<file path="src/hw/gpio_cfg.svh">
/*
 * Register offsets, field positions, reset values and widths of the GPIO block.
 * Assumes inclusion by bare name from the gpio_ports module.
 */
`ifndef GPIO_CFG_SVH
`define GPIO_CFG_SVH

`define WIDE_W          8
`define DRIVE_W         6
`define AUX_W           5
`define WIDE_RST        8'hff
`define DRIVE_RST       8'h3d
`define AUX_RST         8'h1f

`define OFF_WIDE_A_OUT  8'h00
`define OFF_WIDE_B_OUT  8'h04
`define OFF_DRIVE_OUT   8'h08
`define OFF_AUX_OUT     8'h0c
`define OFF_WIDE_A_PU   8'h10
`define OFF_WIDE_B_PU   8'h14
`define OFF_DRIVE_MODE  8'h18
`define OFF_AUX_MODE    8'h1c
`define OFF_WIDE_A_IN   8'h20
`define OFF_WIDE_B_IN   8'h24
`define OFF_DRIVE_IN    8'h28
`define OFF_AUX_IN      8'h2c
`define OFF_IRQ_EN      8'h30

`define PU_RST          8'h00
`define MODE_RST        12'h000
`define IRQ_EN_A_BIT    0
`define IRQ_EN_B_BIT    1

`endif

</file>
<file path="src/hw/gpio_pkg.sv">
/*
 * Types shared by the GPIO block.
 * Assumes gpio_cfg.svh is on the include path.
 */
package gpio_pkg;
	// Per-pin mode of the drive and auxiliary ports.
	typedef enum logic [1:0] {
		MODE_INPUT      = 2'b00,
		MODE_OPEN_DRAIN = 2'b01,
		MODE_PUSH_PULL  = 2'b10
	} pin_mode_t;
	typedef logic [7:0] reg8_t;
endpackage

</file>
<file path="src/hw/pin_sync_if.sv">
/*
 * Carrier between the top and the input synchroniser.
 * Assumes one clock shared by both ends.
 */
`timescale 1ns/1ns
`default_nettype none
interface pin_sync_if #(parameter int W = 27);
	logic [W-1:0] raw;
	logic [W-1:0] synced;
	modport top (output raw, input synced);
	modport sync (input raw, output synced);
endinterface
`default_nettype wire

</file>
<file path="src/hw/pin_sync.sv">
/*
 * Two-stage synchroniser for all pin inputs.
 * Assumes pins are asynchronous to aclk.
 */
`timescale 1ns/1ns
`default_nettype none
module pin_sync #(
	parameter int W = 27
) (
	input  wire logic aclk,
	input  wire logic aresetn,
	pin_sync_if.sync  s
);
	logic [W-1:0] meta_q;
	logic [W-1:0] sync_q;

	// First stage feeds only the second stage.
	// Idle pins read high, so both stages reset high and no false falling edge follows reset.
	always_ff @(posedge aclk) begin
		if (!aresetn) begin
			meta_q <= '1;
			sync_q <= '1;
		end else begin
			meta_q <= s.raw;
			sync_q <= meta_q;
		end
	end

	assign s.synced = sync_q;
endmodule // pin_sync
`default_nettype wire

</file>
<file path="src/hw/gpio_ports.sv">
/*
 * GPIO block with two wide ports, a drive port and an auxiliary port behind AXI4-Lite.
 * Assumes one 25 MHz clock, synchronous active-low reset, and a bench that resolves pins.
 */
// The AXI4-Lite register port and the register offsets were chosen for this implementation.
// Operation
// - Port latches hold written value until reset
// - Widths eight, eight, six and five bits
// - Wide port latches reset to all ones
// - Drive port latch resets to 00111101
// - Auxiliary port latch resets to 00011111
// - Wide port pins feed two shared interrupts
// - Per-pin pull-up enables on wide ports
// - Drive, aux pins: input, open-drain, push-pull
`timescale 1ns/1ns
`default_nettype none
`include "gpio_cfg.svh"
module gpio_ports
	import gpio_pkg::*;
#(
	parameter int WA = `WIDE_W,
	parameter int WB = `WIDE_W,
	parameter int WC = `DRIVE_W,
	parameter int WD = `AUX_W
) (
	input  wire logic          aclk,
	input  wire logic          aresetn,
	input  wire logic [7:0]    s_axi_awaddr,
	input  wire logic          s_axi_awvalid,
	output var  logic          s_axi_awready,
	input  wire logic [31:0]   s_axi_wdata,
	input  wire logic [3:0]    s_axi_wstrb,
	input  wire logic          s_axi_wvalid,
	output var  logic          s_axi_wready,
	output var  logic [1:0]    s_axi_bresp,
	output var  logic          s_axi_bvalid,
	input  wire logic          s_axi_bready,
	input  wire logic [7:0]    s_axi_araddr,
	input  wire logic          s_axi_arvalid,
	output var  logic          s_axi_arready,
	output var  logic [31:0]   s_axi_rdata,
	output var  logic [1:0]    s_axi_rresp,
	output var  logic          s_axi_rvalid,
	input  wire logic          s_axi_rready,
	input  wire logic [WA-1:0] first_wide_port_i,
	output var  logic [WA-1:0] first_wide_port_o,
	output var  logic [WA-1:0] first_wide_port_oe,
	output var  logic [WA-1:0] first_wide_port_pu,
	input  wire logic [WB-1:0] second_wide_port_i,
	output var  logic [WB-1:0] second_wide_port_o,
	output var  logic [WB-1:0] second_wide_port_oe,
	output var  logic [WB-1:0] second_wide_port_pu,
	input  wire logic [WC-1:0] drive_port_i,
	output var  logic [WC-1:0] drive_port_o,
	output var  logic [WC-1:0] drive_port_oe,
	input  wire logic [WD-1:0] auxiliary_port_i,
	output var  logic [WD-1:0] auxiliary_port_o,
	output var  logic [WD-1:0] auxiliary_port_oe,
	output var  logic          first_port_irq,
	output var  logic          second_port_irq
);
	localparam int WT = WA + WB + WC + WD;

	////////////////////////////////////////////////////////////////////////////////
	// Pin synchroniser.

	pin_sync_if #(.W(WT)) sif ();
	assign sif.raw = {auxiliary_port_i, drive_port_i, second_wide_port_i, first_wide_port_i};
	pin_sync #(.W(WT)) u_sync (
		.aclk    (aclk),
		.aresetn (aresetn),
		.s       (sif)
	);
	wire logic [WA-1:0] a_in = sif.synced[WA-1:0];
	wire logic [WB-1:0] b_in = sif.synced[WA+WB-1:WA];
	wire logic [WC-1:0] c_in = sif.synced[WA+WB+WC-1:WA+WB];
	wire logic [WD-1:0] d_in = sif.synced[WT-1:WA+WB+WC];

	////////////////////////////////////////////////////////////////////////////////
	// Register storage.

	reg8_t        a_out_q, b_out_q, c_out_q, d_out_q;
	reg8_t        a_pu_q, b_pu_q;
	logic [11:0]  c_mode_q;
	logic [9:0]   d_mode_q;
	logic [1:0]   irq_en_q;
	logic [WA-1:0] a_prev_q;
	logic [WB-1:0] b_prev_q;

	// AXI write side: address and data may arrive in either order.
	logic        aw_held_q, w_held_q;
	logic [7:0]  aw_addr_q;
	logic [31:0] w_data_q;
	logic [3:0]  w_strb_q;
	wire  logic  aw_take  = s_axi_awvalid & s_axi_awready;
	wire  logic  w_take   = s_axi_wvalid & s_axi_wready;
	wire  logic  wr_fire  = aw_held_q & w_held_q & ~s_axi_bvalid;
	wire  logic  wr_lane0 = w_strb_q[0];
	wire  logic  wr_lane1 = w_strb_q[1];
	wire  logic  wr_hit_a = wr_fire & wr_lane0 & (aw_addr_q == `OFF_WIDE_A_OUT);
	wire  logic  wr_hit_b = wr_fire & wr_lane0 & (aw_addr_q == `OFF_WIDE_B_OUT);
	wire  logic  wr_hit_c = wr_fire & wr_lane0 & (aw_addr_q == `OFF_DRIVE_OUT);
	wire  logic  wr_hit_d = wr_fire & wr_lane0 & (aw_addr_q == `OFF_AUX_OUT);
	wire  logic  wr_hit_pa = wr_fire & wr_lane0 & (aw_addr_q == `OFF_WIDE_A_PU);
	wire  logic  wr_hit_pb = wr_fire & wr_lane0 & (aw_addr_q == `OFF_WIDE_B_PU);
	wire  logic  wr_cm    = wr_fire & (aw_addr_q == `OFF_DRIVE_MODE);
	wire  logic  wr_dm    = wr_fire & (aw_addr_q == `OFF_AUX_MODE);
	wire  logic  wr_ie    = wr_fire & wr_lane0 & (aw_addr_q == `OFF_IRQ_EN);
	wire  logic  wr_known = (aw_addr_q <= `OFF_DRIVE_MODE + 8'h04) |
	                        (aw_addr_q == `OFF_IRQ_EN);
	wire  logic  wr_ro    = (aw_addr_q >= `OFF_WIDE_A_IN) & (aw_addr_q <= `OFF_AUX_IN);
	wire  logic  wr_ok    = wr_known & ~wr_ro & (aw_addr_q[1:0] == 2'h0);

	// Write channel handshakes.
	always_ff @(posedge aclk) begin
		if (!aresetn) begin
			aw_held_q     <= 1'b0;
			w_held_q      <= 1'b0;
			aw_addr_q     <= 8'h00;
			w_data_q      <= 32'h0000_0000;
			w_strb_q      <= 4'h0;
			s_axi_awready <= 1'b0;
			s_axi_wready  <= 1'b0;
			s_axi_bvalid  <= 1'b0;
			s_axi_bresp   <= 2'h0;
		end else begin
			s_axi_awready <= ~aw_held_q & ~aw_take & ~s_axi_bvalid;
			s_axi_wready  <= ~w_held_q & ~w_take & ~s_axi_bvalid;
			if (aw_take) begin
				aw_held_q <= 1'b1;
				aw_addr_q <= s_axi_awaddr;
			end
			if (w_take) begin
				w_held_q <= 1'b1;
				w_data_q <= s_axi_wdata;
				w_strb_q <= s_axi_wstrb;
			end
			if (wr_fire) begin
				aw_held_q    <= 1'b0;
				w_held_q     <= 1'b0;
				s_axi_bvalid <= 1'b1;
				s_axi_bresp  <= wr_ok ? 2'h0 : 2'h2;
			end else if (s_axi_bvalid & s_axi_bready) begin
				s_axi_bvalid <= 1'b0;
			end
		end
	end

	always_ff @(posedge aclk) begin
		if (!aresetn) begin
			a_out_q <= `WIDE_RST;
			b_out_q <= `WIDE_RST;
			c_out_q <= `DRIVE_RST;
			d_out_q <= `AUX_RST;
		end else begin
			if (wr_hit_a) a_out_q <= w_data_q[7:0];
			if (wr_hit_b) b_out_q <= w_data_q[7:0];
			if (wr_hit_c) c_out_q <= w_data_q[7:0];
			if (wr_hit_d) d_out_q <= w_data_q[7:0];
		end
	end

	always_ff @(posedge aclk) begin
		if (!aresetn) begin
			a_pu_q   <= `PU_RST;
			b_pu_q   <= `PU_RST;
			c_mode_q <= `MODE_RST;
			d_mode_q <= 10'h000;
			irq_en_q <= 2'h0;
		end else begin
			if (wr_hit_pa) a_pu_q <= w_data_q[7:0];
			if (wr_hit_pb) b_pu_q <= w_data_q[7:0];
			if (wr_cm & wr_lane0) c_mode_q[7:0] <= w_data_q[7:0];
			if (wr_cm & wr_lane1) c_mode_q[11:8] <= w_data_q[11:8];
			if (wr_dm & wr_lane0) d_mode_q[7:0] <= w_data_q[7:0];
			if (wr_dm & wr_lane1) d_mode_q[9:8] <= w_data_q[9:8];
			if (wr_ie) irq_en_q <= w_data_q[1:0];
		end
	end

	////////////////////////////////////////////////////////////////////////////////
	// Read side.

	logic [31:0] rd_mux;
	logic        rd_ok;
	wire  logic  ar_take = s_axi_arvalid & s_axi_arready;

	// Read address decode.
	always_comb begin
		rd_ok  = (s_axi_araddr[1:0] == 2'h0);
		rd_mux = 32'h0000_0000;
		case (s_axi_araddr)
			`OFF_WIDE_A_OUT: rd_mux[7:0] = a_out_q;
			`OFF_WIDE_B_OUT: rd_mux[7:0] = b_out_q;
			`OFF_DRIVE_OUT:  rd_mux[WC-1:0] = c_out_q[WC-1:0];
			`OFF_AUX_OUT:    rd_mux[WD-1:0] = d_out_q[WD-1:0];
			`OFF_WIDE_A_PU:  rd_mux[7:0] = a_pu_q;
			`OFF_WIDE_B_PU:  rd_mux[7:0] = b_pu_q;
			`OFF_DRIVE_MODE: rd_mux[11:0] = c_mode_q;
			`OFF_AUX_MODE:   rd_mux[9:0] = d_mode_q;
			`OFF_WIDE_A_IN:  rd_mux[WA-1:0] = a_in;
			`OFF_WIDE_B_IN:  rd_mux[WB-1:0] = b_in;
			`OFF_DRIVE_IN:   rd_mux[WC-1:0] = c_in;
			`OFF_AUX_IN:     rd_mux[WD-1:0] = d_in;
			`OFF_IRQ_EN:     rd_mux[1:0] = irq_en_q;
			default:         rd_ok = 1'b0;
		endcase
	end

	// Read channel: one cycle to the answer.
	always_ff @(posedge aclk) begin
		if (!aresetn) begin
			s_axi_arready <= 1'b0;
			s_axi_rvalid  <= 1'b0;
			s_axi_rdata   <= 32'h0000_0000;
			s_axi_rresp   <= 2'h0;
		end else begin
			s_axi_arready <= ~s_axi_rvalid & ~ar_take;
			if (ar_take) begin
				s_axi_rvalid <= 1'b1;
				s_axi_rdata  <= rd_mux;
				s_axi_rresp  <= rd_ok ? 2'h0 : 2'h2;
			end else if (s_axi_rvalid & s_axi_rready) begin
				s_axi_rvalid <= 1'b0;
			end
		end
	end

	////////////////////////////////////////////////////////////////////////////////
	// Pin drivers.

	logic [WC-1:0] c_oe_d;
	logic [WD-1:0] d_oe_d;
	logic [WC-1:0] c_o_d;
	logic [WD-1:0] d_o_d;
	always_comb begin
		for (int i = 0; i < WC; i++) begin
			c_o_d[i]  = c_out_q[i] & (c_mode_q[2*i +: 2] == MODE_PUSH_PULL);
			c_oe_d[i] = ((c_mode_q[2*i +: 2] == MODE_PUSH_PULL)) |
			            ((c_mode_q[2*i +: 2] == MODE_OPEN_DRAIN) & ~c_out_q[i]);
		end
		for (int j = 0; j < WD; j++) begin
			d_o_d[j]  = d_out_q[j] & (d_mode_q[2*j +: 2] == MODE_PUSH_PULL);
			d_oe_d[j] = ((d_mode_q[2*j +: 2] == MODE_PUSH_PULL)) |
			            ((d_mode_q[2*j +: 2] == MODE_OPEN_DRAIN) & ~d_out_q[j]);
		end
	end

	// Wide ports behave as quasi-bidirectional: drive low for a zero, released otherwise, pulled up only where enabled.
	// Falling edge on any pin of a wide port whose interrupt is enabled.
	always_ff @(posedge aclk) begin
		if (!aresetn) begin
			first_wide_port_o   <= '0;
			first_wide_port_oe  <= '0;
			first_wide_port_pu  <= '0;
			second_wide_port_o  <= '0;
			second_wide_port_oe <= '0;
			second_wide_port_pu <= '0;
			drive_port_o        <= '0;
			drive_port_oe       <= '0;
			auxiliary_port_o    <= '0;
			auxiliary_port_oe   <= '0;
			a_prev_q            <= '1;
			b_prev_q            <= '1;
			first_port_irq      <= 1'b0;
			second_port_irq     <= 1'b0;
		end else begin
			first_wide_port_o   <= '0;
			first_wide_port_oe  <= ~a_out_q[WA-1:0];
			first_wide_port_pu  <= a_pu_q[WA-1:0];
			second_wide_port_o  <= '0;
			second_wide_port_oe <= ~b_out_q[WB-1:0];
			second_wide_port_pu <= b_pu_q[WB-1:0];
			drive_port_o        <= c_o_d;
			drive_port_oe       <= c_oe_d;
			auxiliary_port_o    <= d_o_d;
			auxiliary_port_oe   <= d_oe_d;
			a_prev_q            <= a_in;
			b_prev_q            <= b_in;
			first_port_irq      <= irq_en_q[`IRQ_EN_A_BIT] & |(a_prev_q & ~a_in);
			second_port_irq     <= irq_en_q[`IRQ_EN_B_BIT] & |(b_prev_q & ~b_in);
		end
	end
endmodule // gpio_ports
`default_nettype wire

</file>
<file path="config.mk">
export PLATFORM = sky130hd
export DESIGN_NAME = gpio_ports
export DESIGN_NICKNAME = d
export VERILOG_FILES = /design/src/hw/gpio_pkg.sv /design/src/hw/pin_sync_if.sv /design/src/hw/pin_sync.sv /design/src/hw/gpio_ports.sv
export VERILOG_INCLUDE_DIRS = /design/src /design/src/hw
export SDC_FILE = /design/constraint.sdc
export NUM_CORES = 1
export LEC_CHECK = 0
export BUFFER_PORTS_ARGS = -buffer_cell sky130_fd_sc_hd__clkbuf_2
export CELL_PAD_IN_SITES_DETAIL_PLACEMENT = 1
export CELL_PAD_IN_SITES_GLOBAL_PLACEMENT = 2
export CORE_ASPECT_RATIO = 1.75
export CORE_UTILIZATION = 30
export DETAILED_ROUTE_END_ITERATION = 8
export GPL_ROUTABILITY_DRIVEN = 0
export PLACE_DENSITY_LB_ADDON = 0.12
export SYNTH_ARGS = -nofsm -noshare
export SYNTH_HDL_FRONTEND = slang
export SYNTH_SLANG_ARGS = --single-unit
</file>
<file path="constraint.sdc">
create_clock -name aclk -period 2.3 [get_ports aclk]
set_clock_uncertainty 0.2 [all_clocks]
set_input_delay 0.345 -clock aclk [delete_from_list [all_inputs] [get_ports aclk]]
set_output_delay 0.345 -clock aclk [all_outputs]
set_load 0.005 [all_outputs]
</file>
* Word level (Yosys, flattened, before mapping)
Index checks and enable logic that the tools add are counted.
Storage, ports and cells: memories kept 0, bits in latches 0, register bits 238, bits in writable memories 0, ROM bits 0, output and inout port bits 113
Operators by class: eq/ne operators 42, muxes and demuxes 13, $mul 0, order comparisons 3, reduce and logical (&&, ||, !) cells 10, bitwise gates (word level) 91, shifts and indexed selects 0, divide/modulo/power cells 0, add/sub/neg operators 0
Operators with widths (count):
- equality test 8 x 5 -> 1 bit (second input constant) | 8
- bitwise AND 1 bit | 53
- equality test 8 x 6 -> 1 bit (second input constant) | 6
- case mux 3 bit (12 select lines) | 1
- equality test 8 x 4 -> 1 bit (second input constant) | 4
- NOT 8 bit | 4
- case mux 2 bit (13 select lines) | 1
- equality test 2 x 1 -> 1 bit (second input constant) | 11
- equality test 2 bit (second input constant) | 11
- NOT 1 bit | 20
- bitwise AND 8 bit | 2
- equality test 8 x 3 -> 1 bit (second input constant) | 2
- logical NOT 8 bit | 2
- case mux 2 bit (8 select lines) | 1
- OR reduction 8 bit | 2
- OR reduction 13 bit | 1
- OR 1 bit | 12
- case mux 1 bit (10 select lines) | 1
- greater-or-equal comparator 8 x 6 -> 1 bit (second input constant) | 1
- <= comparator 8 x 5 -> 1 bit (second input constant) | 1
- <= comparator 8 x 6 -> 1 bit (second input constant) | 1
- 2-to-1 mux 2 bit | 3
- 2-to-1 mux 1 bit | 5
- logical NOT 2 bit | 2
- 3 further kinds | 4

* Longest topological paths before layout
word-level depth 6, mapped depth 7, mapped depth without buffers 5

* Cells and area by module
From an unflattened synthesis, not the netlist that was laid out.
Second synthesis, totals: cell total of the unflattened synthesis 961, area, all modules 8829.7 sq um
Modules (own cells, without submodules):
- gpio_ports | cells an instance 848, sequential area each 3643.5 sq um, area each 7380.8 sq um, times used 1
- pin_sync | cells an instance 113, sequential area each 1081.0 sq um, area each 1448.9 sq um, times used 1

* Worst setup path before layout
OpenSTA, ideal clock, no wires.
kind input port to flip-flop, from input s_axi_araddr[1], to register s_axi_rdata[0], arrival time 1.686 ns, stages 6, setup slack 0.355 ns, setup time 0.059 ns, cell sequence buf_2 > or4b_2 > nor4b_1 > a31oi_1 > nand4_1 > a22o_1
On the way: word-level cells in the longest chain between the ends 2, elaborated cells on any way between the ends 14
Ends and longest elaborated chain:
- from (decl) | RTL line gpio_ports.sv:38 | input wire logic [7:0] s_axi_araddr,
- equality test 8 x 6 -> 1 bit, or another cell as far along | RTL line gpio_ports.sv:192 | case (s_axi_araddr)
- case mux 2 bit (13 select lines) * | RTL line gpio_ports.sv:192
- to (signal assigned) | RTL line gpio_ports.sv:221 | s_axi_rdata <= rd_mux;
- to (decl) | RTL line gpio_ports.sv:41 | output var logic [31:0] s_axi_rdata,
Mark *: on every way between the ends. The rest lies on a longest branch, timed or not. A chain may end at the register's enable or synchronous reset.

* Final worst setup path
from register aw_addr_q[0], to register a_out_q[4]
On the way: word-level cells in the longest chain between the ends 2
Ends and longest elaborated chain:
- from (decl) | RTL line gpio_ports.sv:92 | logic [7:0] aw_addr_q;
- from (signal assigned) | RTL line gpio_ports.sv:131 | aw_addr_q <= s_axi_awaddr;
- logical NOT 8 bit (no line)
- bitwise AND 1 bit | RTL line gpio_ports.sv:100 | wire logic wr_hit_a = wr_fire & wr_lane0 & (aw_addr_q == `OFF_WIDE_A_OUT);
- to (signal assigned) | RTL line gpio_ports.sv:151 | a_out_q <= `WIDE_RST;
- to (signal assigned) | RTL line gpio_ports.sv:156 | if (wr_hit_a) a_out_q <= w_data_q[7:0];
- to (decl) | RTL line gpio_ports.sv:82 | reg8_t a_out_q, b_out_q, c_out_q, d_out_q;
No other way between the ends.

==> results.cfg <==
[layout]
syn2layout_area_growth_pct = 26.9
final_cells = 1543
multi_input_area_mm2 = 0.00392
layout_common_cells = dfxtp_1, clkbuf_2, nand2_1
antenna_cells = 0
final_common_cell = dfxtp_1
final_area_mm2 = 0.0116
regArea_mm2 = 0.00472
nFillCells = 3475
nets = 1224
drive_above_1_share_pct = 20.2

[synthesis]
async_flop_share_pct = 0
synth_top_flop_cell = dfxtp_1
synth_edf_count = 0
yosys_warnings = 0
synth.distinct_cells = 60
synth_area_mm2 = 0.00911
synth_seq_area_share_pct = 51.9
synth_seq_cells = 236
syn-instance-count = 948
syn_area_per_cell_um2 = 9.61

[power_and_ir_drop]
irDropWorstVdd_mv = 0.606
finalPower_uw = 8860
p_per_area_mw_per_mm2 = 766
p_leak_uw = 0.00512

[die]
dieArea_mm2 = 0.0311
initial_core_util_pct = 30.4
coreArea_mm2 = 0.0300
core.rowCount = 84
die_x_um = 134
die_h_um = 233
pin_count = 199

[clock_tree]
numCtsBuffers = 24
htree_num_levels = 1
postCtsResizedCells = 0
post-cts-setup-buffers = 0
clk_latency_ns = 0.53
cts_buffer_depth = 3
clkSinkCount = 236
tritoncts = done
cts_hold_buf = 52
cts_root_buf = clkbuf_16
clkTransAtPathRegs_ns = 0.06

[route]
wl_um = 28400
antenna_left = 0
via_count = 7075
routedWlPerCell_um = 18.4
drc = 2
first_pass_iters = 9
viasPerCell = 4.59
drt_iter0_drc = 310

[global_route]
grt_max_degree = 80
antenna_found_initial = 1
grt_pass1_wl_um = 42600
grt.overflow.total = 0
grt_pass1_vias = 7163
gr-usage-all-layers_pct = 18.4

[placement]
placedCellCount = 1447
dp_hpwl_um = 21000
io_buffers = 138
dp_slack_ns = 0.103
place_area_mm2 = 0.0102

[timing]
clock.fmax_ghz = 0.464
maxSlewHeadroom_pct = 52.8
fin_setup_tns_ns = 0
fin_crit_sh_pct = 93.8
drv_slew = 0
setup-violations-final = 0
worst_slack_ns = 0.144
final-hold-violation-count = 0
rsz0062_at_grt = false
period_needed_ns = 2.16
worstMarginPinSlew_ns = 0.708

[setup_path]
max_stage_delay_ns = 0.60
r2r_start = aw_addr_q[0]
crit_chain = or4_4, nor4_4, buf_4, and2_1, nand2_1, nand3_1
end_kind = flip-flop
timing.critical_path.fanout_max = 8
required_ns = 2.56
worst_path_max_delay_cell = or4_4
crit_type = flip-flop to flip-flop
cp_top_family = simple AND/OR/NAND/NOR gates
cp-start-kind = flip-flop
r2r_slack_ns = 0.14
arrival_ns = 2.42
startpoint = aw_addr_q[0]
crit_buf_inv = 1

[hold_path]
hp-class = input port to flip-flop
holdCritStartpoint = s_axi_awvalid

[outcome]
violations = design-rule violations
outcome = finished with violations

[job]
cap_violations = 0
## cell type report
class,instances,share of cell area (%)
Inverter,20,0.650
Timing Repair Buffer,224,13.2
Tap cell,387,4.19
Clock inverter,13,1.29
Sequential cell,236,40.9
Multi-Input combinational cell,632,34.0
Clock buffer,31,5.87
## metal layers
metal	global-route usage, %	share of wire, %	vias to the layer above
met3	2.44	3.2	56
met2	35.5	55	154
li1	-	-	3478
met4	7.28	3.5	2
met5	0	0.042	-
met1	19.7	38	3385
## sequential cells by signal, indices dropped and copies added, names as in the netlist, 10 cells and up
| name | cells |
|---|---|
| s_axi_rdata | 12 |
| u_sync.meta_q | 27 |
| u_sync.s.synced | 27 |
| c_mode_q | 12 |
| w_data_q | 12 |
| d_mode_q | 10 |
## where the power goes
group,switching [uW],internal (uW)
Combinational,297,259
Clock,1640,2420
Sequential,70.2,4170
Total,2010,6850
## Yosys cell counts (2+ instances only)
library cell | count | area share [%]
buf_4 | 39 | 3.2
o21a_1 | 2 | 0.16
nor4b_1 | 6 | 0.58
or4b_1 | 2 | 0.22
dfxtp_1 | 236 | 52
and4b_1 | 2 | 0.22
a222oi_1 | 2 | 0.22
inv_1 | 20 | 0.82
a21oi_1 | 15 | 0.82
or4_1 | 4 | 0.33
mux2_2 | 9 | 1.1
and2_1 | 21 | 1.4
nand3_1 | 35 | 1.9
nor3_1 | 11 | 0.60
mux2i_1 | 64 | 7.0
a221oi_1 | 8 | 0.77
a22o_1 | 5 | 0.48
nor2_1 | 26 | 1.1
clkbuf_1 | 46 | 1.9
nor3b_1 | 4 | 0.33
nor2b_1 | 75 | 5.2
o22ai_1 | 5 | 0.34
buf_2 | 12 | 0.66
and3_1 | 12 | 0.82
a21boi_0 | 34 | 2.8
nand2_1 | 129 | 5.3
nand2b_1 | 65 | 4.5
or2_2 | 2 | 0.14
a22oi_1 | 6 | 0.49
o2bb2ai_1 | 9 | 0.87
o32ai_1 | 2 | 0.19
nand4_1 | 3 | 0.21
o21ai_0 | 5 | 0.27
a31oi_1 | 4 | 0.27
or3b_1 | 2 | 0.19
a2bb2oi_1 | 2 | 0.19
## cell families after synthesis
| group | after synthesis | synth area share (%) |
|---|---|---|
| AND/OR/NAND/NOR | 414 | 24.7 |
| flip-flops | 236 | 51.9 |
| buffers and inverters | 117 | 6.59 |
| AO/OA/AOI/OAI | 107 | 8.63 |
| multiplexers | 73 | 8.14 |
| other | 1 | 0.0412 |
## metrics by stage
stage,utilization (%),hold slack [ns]
after floorplan,-,0.186
after global placement,34.1,0.191
after detailed placement,34.1,0.193
after CTS,38.6,0.0992
after global routing,38.6,0.137
final,38.6,0.103
## final timing paths
check | to | depth (start not counted)
worst min register to register | u_sync.s.synced[24] | 1
worst min-delay path | aw_addr_q[7] | 4
worst max-delay path | a_out_q[4] | 6
worst max register to register | a_out_q[4] | 6
## tightest hold or removal path, stage by stage
cell	delay, ns
clkbuf_2	0.08
nand2_1	0.17
nand2_1	0.11
a21boi_0	0.06
Power figures use the tool's default switching activity.
